[src/rtl/sram_pkg.sv]
`default_nettype none
package sram_pkg;
    // data path: four byte lanes of nine bits
    localparam int DATA_W = 36;
    localparam int LANES = 4;
    localparam int LANE_W = 9;
    // address pins, and the depth of the array actually modelled
    localparam int ADDR_W = 21;
    localparam int MEM_ADDR_W = 6;
    localparam int MEM_DEPTH = 64;
    localparam logic [3:0] ALL_LANES = 4'hf;
    localparam logic [3:0] NO_LANES = 4'h0;
    localparam logic [DATA_W-1:0] DOUT_RESET = 36'h0;

    // output driver mode of the data bus
    typedef enum logic {MODE_QUIET, MODE_DRIVE} bus_mode_t;

    // registered state of the core
    typedef struct packed {
        bus_mode_t mode;
        logic [DATA_W-1:0] dout;
    } core_state_t;

    // expand a lane mask into a bit mask over the data word
    function automatic logic [DATA_W-1:0] lane_bits(input logic [LANES-1:0] lanes);
        logic [DATA_W-1:0] m;
        m = '0;
        for (int i = 0; i < LANES; i++)
        begin
            m[i*LANE_W +: LANE_W] = {LANE_W{lanes[i]}};
        end
        return m;
    endfunction : lane_bits
endpackage : sram_pkg
`default_nettype wire

[src/rtl/sram_ctrl_if.sv]
`default_nettype none
interface sram_ctrl_if;
    logic selected;
    logic strobe;
    logic read_start;
    logic write_start;
    logic deselect_start;
    logic [3:0] lane_write;

    modport decode
    (
        output selected, strobe, read_start, write_start, deselect_start, lane_write
    );
    modport core
    (
        input selected, strobe, read_start, write_start, deselect_start, lane_write
    );
endinterface : sram_ctrl_if
`default_nettype wire

[src/rtl/sram_core.sv]
// Notes on behaviour
// - Selected only with pipeline select low, high select high, low select low.
// - Full write by global write low, or byte enable and all lane strobes low.
// - After a write, outputs stay high impedance until a new strobed read.
// - Leaving sleep, outputs are high impedance until a new read drives them.
// - Output enable high forces outputs off at once, clock-independent.
// - On a write or deselect strobe, outputs release at the edge that samples it.
`default_nettype none
module sram_core
    import sram_pkg::*;
(
    input wire logic clock, // bus clock, rising edge
    input wire logic rst, // synchronous reset, active high
    input wire logic [ADDR_W-1:0] address, // word address
    input wire logic address_pipeline_select_n, // select, active low
    input wire logic depth_select_high, // depth select, active high
    input wire logic depth_select_low_n, // depth select, active low
    input wire logic processor_addr_strobe_n, // processor strobe, active low
    input wire logic controller_addr_strobe_n, // controller strobe, active low
    input wire logic global_write_n, // write all lanes, active low
    input wire logic byte_write_enable_n, // lane writes enable, active low
    input wire logic [LANES-1:0] byte_lane_write_n, // lane strobes, active low
    input wire logic output_enable_n, // output enable, asynchronous
    input wire logic sleep_request, // sleep input, asynchronous
    input wire logic [DATA_W-1:0] dq_in, // data bus level
    output logic [DATA_W-1:0] dq_out, // data driven on reads
    output logic dq_oe // high while driving data bus
);
    sram_ctrl_if ctrl ();
    core_state_t state;
    core_state_t next_state;
    logic [DATA_W-1:0] mem [MEM_DEPTH];
    logic [MEM_ADDR_W-1:0] word;
    logic access_ok;

    sram_select_decode decode
    (
        .clock(clock),
        .rst(rst),
        .address_pipeline_select_n(address_pipeline_select_n),
        .depth_select_high(depth_select_high),
        .depth_select_low_n(depth_select_low_n),
        .processor_addr_strobe_n(processor_addr_strobe_n),
        .controller_addr_strobe_n(controller_addr_strobe_n),
        .global_write_n(global_write_n),
        .byte_write_enable_n(byte_write_enable_n),
        .byte_lane_write_n(byte_lane_write_n),
        .ctrl(ctrl)
    );

    // modelled array uses the low address bits
    assign word = address[MEM_ADDR_W-1:0];
    // no access is taken while asleep
    // a strobe that races the sleep input cannot corrupt a stored word
    assign access_ok = !sleep_request;

    // next driver mode and read data
    always_comb
    begin
        next_state = state;
        if (sleep_request)
        begin
            next_state.mode = MODE_QUIET;
        end
        else if (ctrl.write_start)
        begin
            next_state.mode = MODE_QUIET;
        end
        else if (ctrl.deselect_start)
        begin
            next_state.mode = MODE_QUIET;
        end
        else if (ctrl.read_start)
        begin
            next_state.mode = MODE_DRIVE;
            next_state.dout = mem[word];
        end
    end

    // state register
    always_ff @(posedge clock)
    begin
        if (rst)
        begin
            state.mode <= MODE_QUIET;
            state.dout <= DOUT_RESET;
        end
        else
        begin
            state <= next_state;
        end
    end

    // lane-masked write into the array, sampled on the edge
    always_ff @(posedge clock)
    begin
        if (!rst && access_ok && ctrl.write_start)
        begin
            mem[word] <= (mem[word] & ~lane_bits(ctrl.lane_write)) | (dq_in & lane_bits(ctrl.lane_write));
        end
    end

    // output enable and sleep gate the driver without the clock
    // kept combinational so the release never waits for an edge
    assign dq_out = state.dout;
    assign dq_oe = (state.mode == MODE_DRIVE) && !output_enable_n && !sleep_request;

    a_deselect_quiet: assert property (@(posedge clock) disable iff (rst)
        (!sleep_request && ctrl.strobe
         && (address_pipeline_select_n || !depth_select_high || depth_select_low_n))
        |=> state.mode == MODE_QUIET)
        else $error("deselect did not quiet the bus");
    a_write_quiet: assert property (@(posedge clock) disable iff (rst)
        ctrl.write_start |=> !dq_oe)
        else $error("bus driven right after a write");
    a_quiet_holds: assert property (@(posedge clock) disable iff (rst)
        (state.mode == MODE_QUIET && !ctrl.read_start) |=> state.mode == MODE_QUIET)
        else $error("bus left quiet without a read");
    a_read_drives: assert property (@(posedge clock) disable iff (rst)
        (ctrl.read_start && !sleep_request) |=> state.mode == MODE_DRIVE && dq_out == $past(mem[word]))
        else $error("read did not present array data");
    a_sleep_exit: assert property (@(posedge clock) disable iff (rst)
        $fell(sleep_request) |-> state.mode == MODE_QUIET)
        else $error("bus not quiet on sleep exit");
    a_oe_off: assert property (@(posedge clock) disable iff (rst)
        (output_enable_n || sleep_request) |-> !dq_oe)
        else $error("driving with output enable high");
    a_release_turn: assert property (@(posedge clock) disable iff (rst)
        (dq_oe && (ctrl.write_start || ctrl.deselect_start)) |=> !dq_oe)
        else $error("driver not released at ownership change");
    a_drive_cause: assert property (@(posedge clock) disable iff (rst)
        ($rose(dq_oe) && $stable(output_enable_n) && $stable(sleep_request))
        |-> $past(ctrl.read_start))
        else $error("bus driven without a read");

    // a read only starts from a selected strobe
    a_drive_select: assert property (@(posedge clock) disable iff (rst)
        (state.mode == MODE_DRIVE && $past(state.mode) == MODE_QUIET)
        |-> $past(ctrl.selected && ctrl.strobe))
        else $error("driver enabled without a selected strobe");

    // a full-width write stores the whole bus word
    a_full_lands: assert property (@(posedge clock) disable iff (rst)
        (ctrl.write_start && !sleep_request && ctrl.lane_write == ALL_LANES)
        |=> mem[$past(word)] == $past(dq_in))
        else $error("full write did not store the bus word");

    // writes and deselects leave the held read word alone
    a_dout_stands: assert property (@(posedge clock) disable iff (rst)
        (ctrl.write_start || ctrl.deselect_start) |=> dq_out == $past(dq_out))
        else $error("read word changed on a write or deselect");

    // outside sleep, nothing moves without an address strobe
    a_idle_holds: assert property (@(posedge clock) disable iff (rst)
        (!ctrl.strobe && !sleep_request) |=> state == $past(state))
        else $error("state moved without an address strobe");

    // sleep always leaves the driver in quiet mode, reads included
    a_sleep_quiet: assert property (@(posedge clock) disable iff (rst)
        sleep_request |=> state.mode == MODE_QUIET)
        else $error("driver mode kept through sleep");
    a_sleep_read: assert property (@(posedge clock) disable iff (rst)
        (sleep_request && ctrl.read_start) |=> !dq_oe)
        else $error("read taken while asleep");

    // output enable low lets a held read word through
    a_oe_pass: assert property (@(posedge clock) disable iff (rst)
        (state.mode == MODE_DRIVE && !output_enable_n && !sleep_request) |-> dq_oe)
        else $error("read word held back with output enable low");
endmodule : sram_core
`default_nettype wire

[src/rtl/sram_select_decode.sv]
`default_nettype none
module sram_select_decode
    import sram_pkg::*;
(
    input wire logic clock, // bus clock
    input wire logic rst, // synchronous reset
    input wire logic address_pipeline_select_n, // select, active low
    input wire logic depth_select_high, // depth select, active high
    input wire logic depth_select_low_n, // depth select, active low
    input wire logic processor_addr_strobe_n, // processor strobe
    input wire logic controller_addr_strobe_n, // controller strobe
    input wire logic global_write_n, // write all lanes
    input wire logic byte_write_enable_n, // lane writes enable
    input wire logic [LANES-1:0] byte_lane_write_n, // per-lane write
    sram_ctrl_if.decode ctrl // decoded controls
);
    logic [LANES-1:0] lanes;

    // three-input chip select
    assign ctrl.selected = !address_pipeline_select_n && depth_select_high && !depth_select_low_n;
    assign ctrl.strobe = !processor_addr_strobe_n || !controller_addr_strobe_n;

    // global write covers every lane, else per-lane under enable
    always_comb
    begin
        lanes = NO_LANES;
        if (!global_write_n)
        begin
            lanes = ALL_LANES;
        end
        else if (!byte_write_enable_n)
        begin
            lanes = ~byte_lane_write_n;
        end
    end
    assign ctrl.lane_write = lanes;

    // access starts, taken only with a strobe
    assign ctrl.write_start = ctrl.strobe && ctrl.selected && (lanes != NO_LANES);
    assign ctrl.read_start = ctrl.strobe && ctrl.selected && (lanes == NO_LANES);
    assign ctrl.deselect_start = ctrl.strobe && !ctrl.selected;

    a_global_full: assert property (@(posedge clock) disable iff (rst)
        !global_write_n |-> ctrl.lane_write == ALL_LANES)
        else $error("global write did not select all lanes");
    a_lane_full: assert property (@(posedge clock) disable iff (rst)
        (global_write_n && !byte_write_enable_n && byte_lane_write_n == NO_LANES)
        |-> ctrl.lane_write == ALL_LANES && ctrl.write_start == (ctrl.strobe && ctrl.selected))
        else $error("lane writes did not form a full write");
endmodule : sram_select_decode
`default_nettype wire

[config.mk]
export PLATFORM = sky130hd
export DESIGN_NAME = sram_core
export DESIGN_NICKNAME = d
export VERILOG_FILES = /design/src/rtl/sram_pkg.sv /design/src/rtl/sram_ctrl_if.sv /design/src/rtl/sram_core.sv /design/src/rtl/sram_select_decode.sv
export SDC_FILE = /design/constraint.sdc
export NUM_CORES = 2
export LEC_CHECK = 0
export BUFFER_PORTS_ARGS = -buffer_cell sky130_fd_sc_hd__buf_2
export CAP_MARGIN = 20
export CORE_ASPECT_RATIO = 1.25
export CORE_MARGIN = 4
export CORE_UTILIZATION = 55
export CTS_CLUSTER_DIAMETER = 60
export CTS_CLUSTER_SIZE = 12
export DETAILED_ROUTE_END_ITERATION = 16
export PLACE_DENSITY_LB_ADDON = 0.25
export SLEW_MARGIN = 15
export SYNTH_ARGS = -nofsm -noshare
export SYNTH_HDL_FRONTEND = slang
export SYNTH_HIERARCHICAL = 1
export SYNTH_SLANG_ARGS = --single-unit
[constraint.sdc]
create_clock -name clock -period 7 [get_ports clock]
set_input_delay 2.1 -clock clock [delete_from_list [all_inputs] [get_ports clock]]
set_output_delay 2.1 -clock clock [all_outputs]
set_load 0.1 [all_outputs]
; After elaboration in Yosys (flattened, before gate mapping)
; Memories as Yosys holds them, arrays and structs flattened.
; Cells that the tools add are included.
[totals]
ff_bits = 37
output_inout_bits = 37
wordCells = 38
in_bits = 72
memories = 1
mem_bits_rw = 2304
[memory_table]
columns = name, words, word_bits, rd, rd_ports_with_merged_regs, write_ports, line_no
row1 = mem, 64, 36, 1, 0, 1, sram_core.sv:32  ; logic [DATA_W-1:0] mem [MEM_DEPTH];
[op_classes]
reduce_logical = 23
n_mux = 4
bitwise_logic = 8
[ops]
columns = cell, count
row1 = AND 36 bit, 2
row2 = NOT 36 bit, 1
row3 = bitwise OR 36 bit, 1
row4 = logical AND 1 bit, 10
row5 = logical NOT 1 bit, 8
row6 = two-way mux 4 bit, 2
row7 = logical NOT 4 bit, 1
row8 = NOT 4 bit, 1
row9 = AND reduction 4 bit, 1
row10 = nonzero test 4 bit, 1
row11 = OR reduction 4 bit, 1
row12 = NOT 1 bit, 3
row13 = two-way mux 1 bit, 2
row14 = logical OR 1 bit, 1

; Depth between registers and ports, before layout
[depth]
word_depth = 8
mapped_depth = 11
ltp_nobuf = 7

; Modules after synthesis
; The synthesis kept the hierarchy.
[modules_own_cells]
columns = mod, seq_area_each_um2, n_inst, area_per_inst_um2, cells_per_inst
row1 = sram_core, 69927.1, 1, 89563.4, 5087
row2 = sram_select_decode, 0.0, 1, 72.6, 11

; Worst setup path after synthesis
; Ideal clock, no wire load.
[synth_timing]
path_kind = input -> output
start = in sleep_request
end = out dq_oe
required_time_ns = 4.900
arrival_time_ns = 4.312
slack_ns = 0.588
stages = 1
path_cell_list = nor3b_1
[synth_between]
elab_chain_cells = 2
[synth_lines]
columns = item, line_no
row1 = "start, declared", sram_core.sv:24  ; input wire logic sleep_request,
row2 = logical NOT 1 bit, sram_core.sv:106  ; assign dq_oe = (state.mode == MODE_DRIVE) && !output_enable_n && !sleep_request;
row3 = logical AND 1 bit, sram_core.sv:106
row4 = "end, declared", sram_core.sv:27  ; output logic dq_oe
; No other way between the ends.

; Worst setup path after layout
[layout_timing]
start = in address[0]
end = mem mem[31][35] (data pin)
[layout_between]
elab_chain_cells = 3
[layout_lines]
columns = item, line_no
row1 = "start, declared", sram_core.sv:14  ; input wire logic [ADDR_W-1:0] address,
row2 = memory (64 x 36 bit), n/a
row3 = AND 36 bit, sram_core.sv:99  ; mem[word] <= (mem[word] & ~lane_bits(ctrl.lane_write)) | (dq_in & lane_bits(ctrl.lane_write));
row4 = bitwise OR 36 bit, sram_core.sv:99
row5 = "end, declared", sram_core.sv:32
; No other way between the ends.

==> flow_summary.yaml <==
final_layout:
  finalNonFillerCells: 7545
  layout_commonest_cell: "edfxtp_1"
  regArea_sq_um: 69900
  fillers: 11300
  fin_nets: 5370
  drive_gt1_frac: 0.191
  multiInputGateArea_sq_um: 18400
  final_cell_mix: "edfxtp_1 (2304), a22oi_1 (551), a221oi_1 (260), buf_4 (259), clkbuf_16 (217)"
  area_delta_synth_final_pct: 12.4
clock_tree:
  cts_inserted_buffers: 214
  cts_hold_buf: 0
  htreeDepth: 4
  clk_pin_slew_ns: 0.06
  ctsResizeCount: 0
  post-cts-setup-buffers: 0
  cts_tree: "built"
  clk_latency_ns: 0.86
  cts.sinks: 2341
  cts_buffer_depth: 3
  cts_root_buf: "clkbuf_16"
synth:
  synth_cells: 5098
  synth_top_area_frac: 0.772
  synthDistinctLibCells: 76
  synthTopCellsByArea: "edfxtp_1 (77%), a22oi_1 (4.6%), a221oi_1 (2.5%)"
  synthesis.nets: 5170
  synth_area_sq_um: 89600
  ys_seq_area_frac: 0.780
  yosys_warnings: 6
  synth_seq_cells: 2341
  synth-edff-count: 2304
  avgSynthCellArea_sq_um: 17.6
  synth_ff_type: "edfxtp_1"
  async_flop_share: 0
  synth_area_leader_cell: "edfxtp_1"
sta:
  slew_violations: 0
  fin_ws_ns: 1.37
  max_slew_margin: 0.205
  worstMarginPinSlew_ns: 1.18
  setup_viol: 0
  clock_skew_ns: 0.0465
  finalHoldViolCount: 0
  max_freq_mhz: 178
  fin_crit_ns: 5.63
  finalCritPeriodShare: 0.805
  rsz0062_at_grt: "no"
  fin_setup_tns_ns: 0
drt:
  wl_um: 258000
  viasPerCell: 7.03
  drc: 0
  drt_iter0_drc: 7538
  wire_per_inst_um: 34.1
  firstDrtPassIters: 6
  drt.antenna.violating_nets: 0
  vias: 53000
power_and_ir_drop:
  leakage_nw: 30.7
  p_per_area_nw_per_um2: 277
  peakVddDrop_mv: 0.285
critical_path:
  critPathMaxStageDelay_ns: 0.81
  cp_slowest_cell: "nor2b_4"
  worstRegToRegCells: 7
  required_ns: 7.56
  crit_arrival_ns: 6.19
  start_kind: "input port"
  critPathKind: "in -> reg"
  critPathBufInv: 5
  crit_chain: "buf_8, nor2b_4, buf_12, buf_12, buf_4, a221oi_1, o21ai_0, a2111oi_1, a31oi_4, buf_4"
  path_delay_family: "buffers and inverters"
  critical_path.max_fanout: 64
  critical_path_depth: 10
  cp-end-kind: "register"
grt:
  overflow: 0
  grt_usage: 0.302
  grt_first_pass_wirelength_um: 368000
  grt_max_degree: 121
  antenna_found_initial: 12
  grt_pass1_vias: 51800
hold_path:
  worstHoldPathCells: 2
  hp-class: "reg -> reg"
placement:
  dp_cells: 7251
  port-buffer-count: 93
  hpwl_um: 154000
  gp_congestion: 0.888
  dp_slack_ns: 0.597
die:
  die_h_um: 459
  rows: 165
  ios: 109
  fp.coreArea_sq_um: 162000
  dieArea_sq_um: 170000
  initial_core_util: 0.554
  die_x_um: 369
job:
  maxCapViolCount: 0
run_status:
  status: "completed"
## worst reg2reg max path: stages, from the launching register on
cell	delay (ns)
edfxtp_1	0.37
mux2_2	0.27
a221oi_1	0.23
o21ai_0	0.23
a222oi_1	0.93
and4_1	0.53
a21oi_4	0.09
buf_4	0.33
## Yosys cell counts, drive strengths merged, types with 19 or more instances
cell    number
buf        256
nand3b      63
mux2       140
edfxtp    2304
or3b        33
a22oi      551
nor2       145
and3        34
nor3        89
o22ai      147
a222oi      45
a221oi     265
o221ai      19
a21oi      193
dfxtp       37
mux2i       48
nand3       50
nand2       71
a211oi      30
mux4        53
clkbuf     182
nor3b       36
o21ai       80
## stage by stage
stage | hold slack (ns) | power [mW] | util | area, sq um
after floorplan | 0.477 | 17.0 | - | 89600
after global placement | 0.485 | 17.8 | 0.586 | 94900
after detailed placement | 0.493 | 17.8 | 0.586 | 94900
after CTS | 0.502 | 28.0 | 0.622 | 101000
after global routing | 0.515 | 28.7 | 0.623 | 101000
final | 0.500 | 28.0 | 0.623 | 101000
## where the power goes
group	switching, mW	internal, mW
clock	4.78	5.60
sequential	0.00174	15.7
combinational	1.38	0.490
## registers in the layout, indices dropped and copies added, names as in the netlist
name    count
mem      2304
dq_out     36
state       1
## routing by layer
metal  wire length (um)  global-route usage
met5                 46                   0
met4              15700               0.160
met2             121000               0.478
met3              29700              0.0653
met1              90600               0.395
## final cells by class
| cell class | instances | share of cell area |
|---|---|---|
| Inverter | 16 | 0.000658 |
| Clock inverter | 15 | 0.00174 |
| Multi-Input combinational cell | 2303 | 0.183 |
| Sequential cell | 2341 | 0.694 |
| Clock buffer | 275 | 0.0560 |
| Timing Repair Buffer | 422 | 0.0379 |
| Antenna cell | 2 | 0.0000497 |
| Tap cell | 2171 | 0.0270 |
## logic make-up (layout without fill, tap and decap cells)
logic type,Yosys count,in the layout,synth area share
buf+inv,454,728,0.0259
simple gates,622,622,0.0395
mux,241,241,0.0363
compound gates,1440,1440,0.118
flops,2341,2341,0.780
other cells,0,2,0
## path summary, 6_finish.rpt
| kind | from | end | slack (ns) |
|---|---|---|---|
| hold / removal | dq_out[9] | dq_out[9] | 0.50 |
| setup reg to reg | mem[38][27] | mem[23][27] | 3.56 |
| setup / recovery | address[0] | mem[31][35] | 1.37 |
| hold reg to reg | dq_out[9] | dq_out[9] | 0.50 |
(Power assumes the default switching activity.)
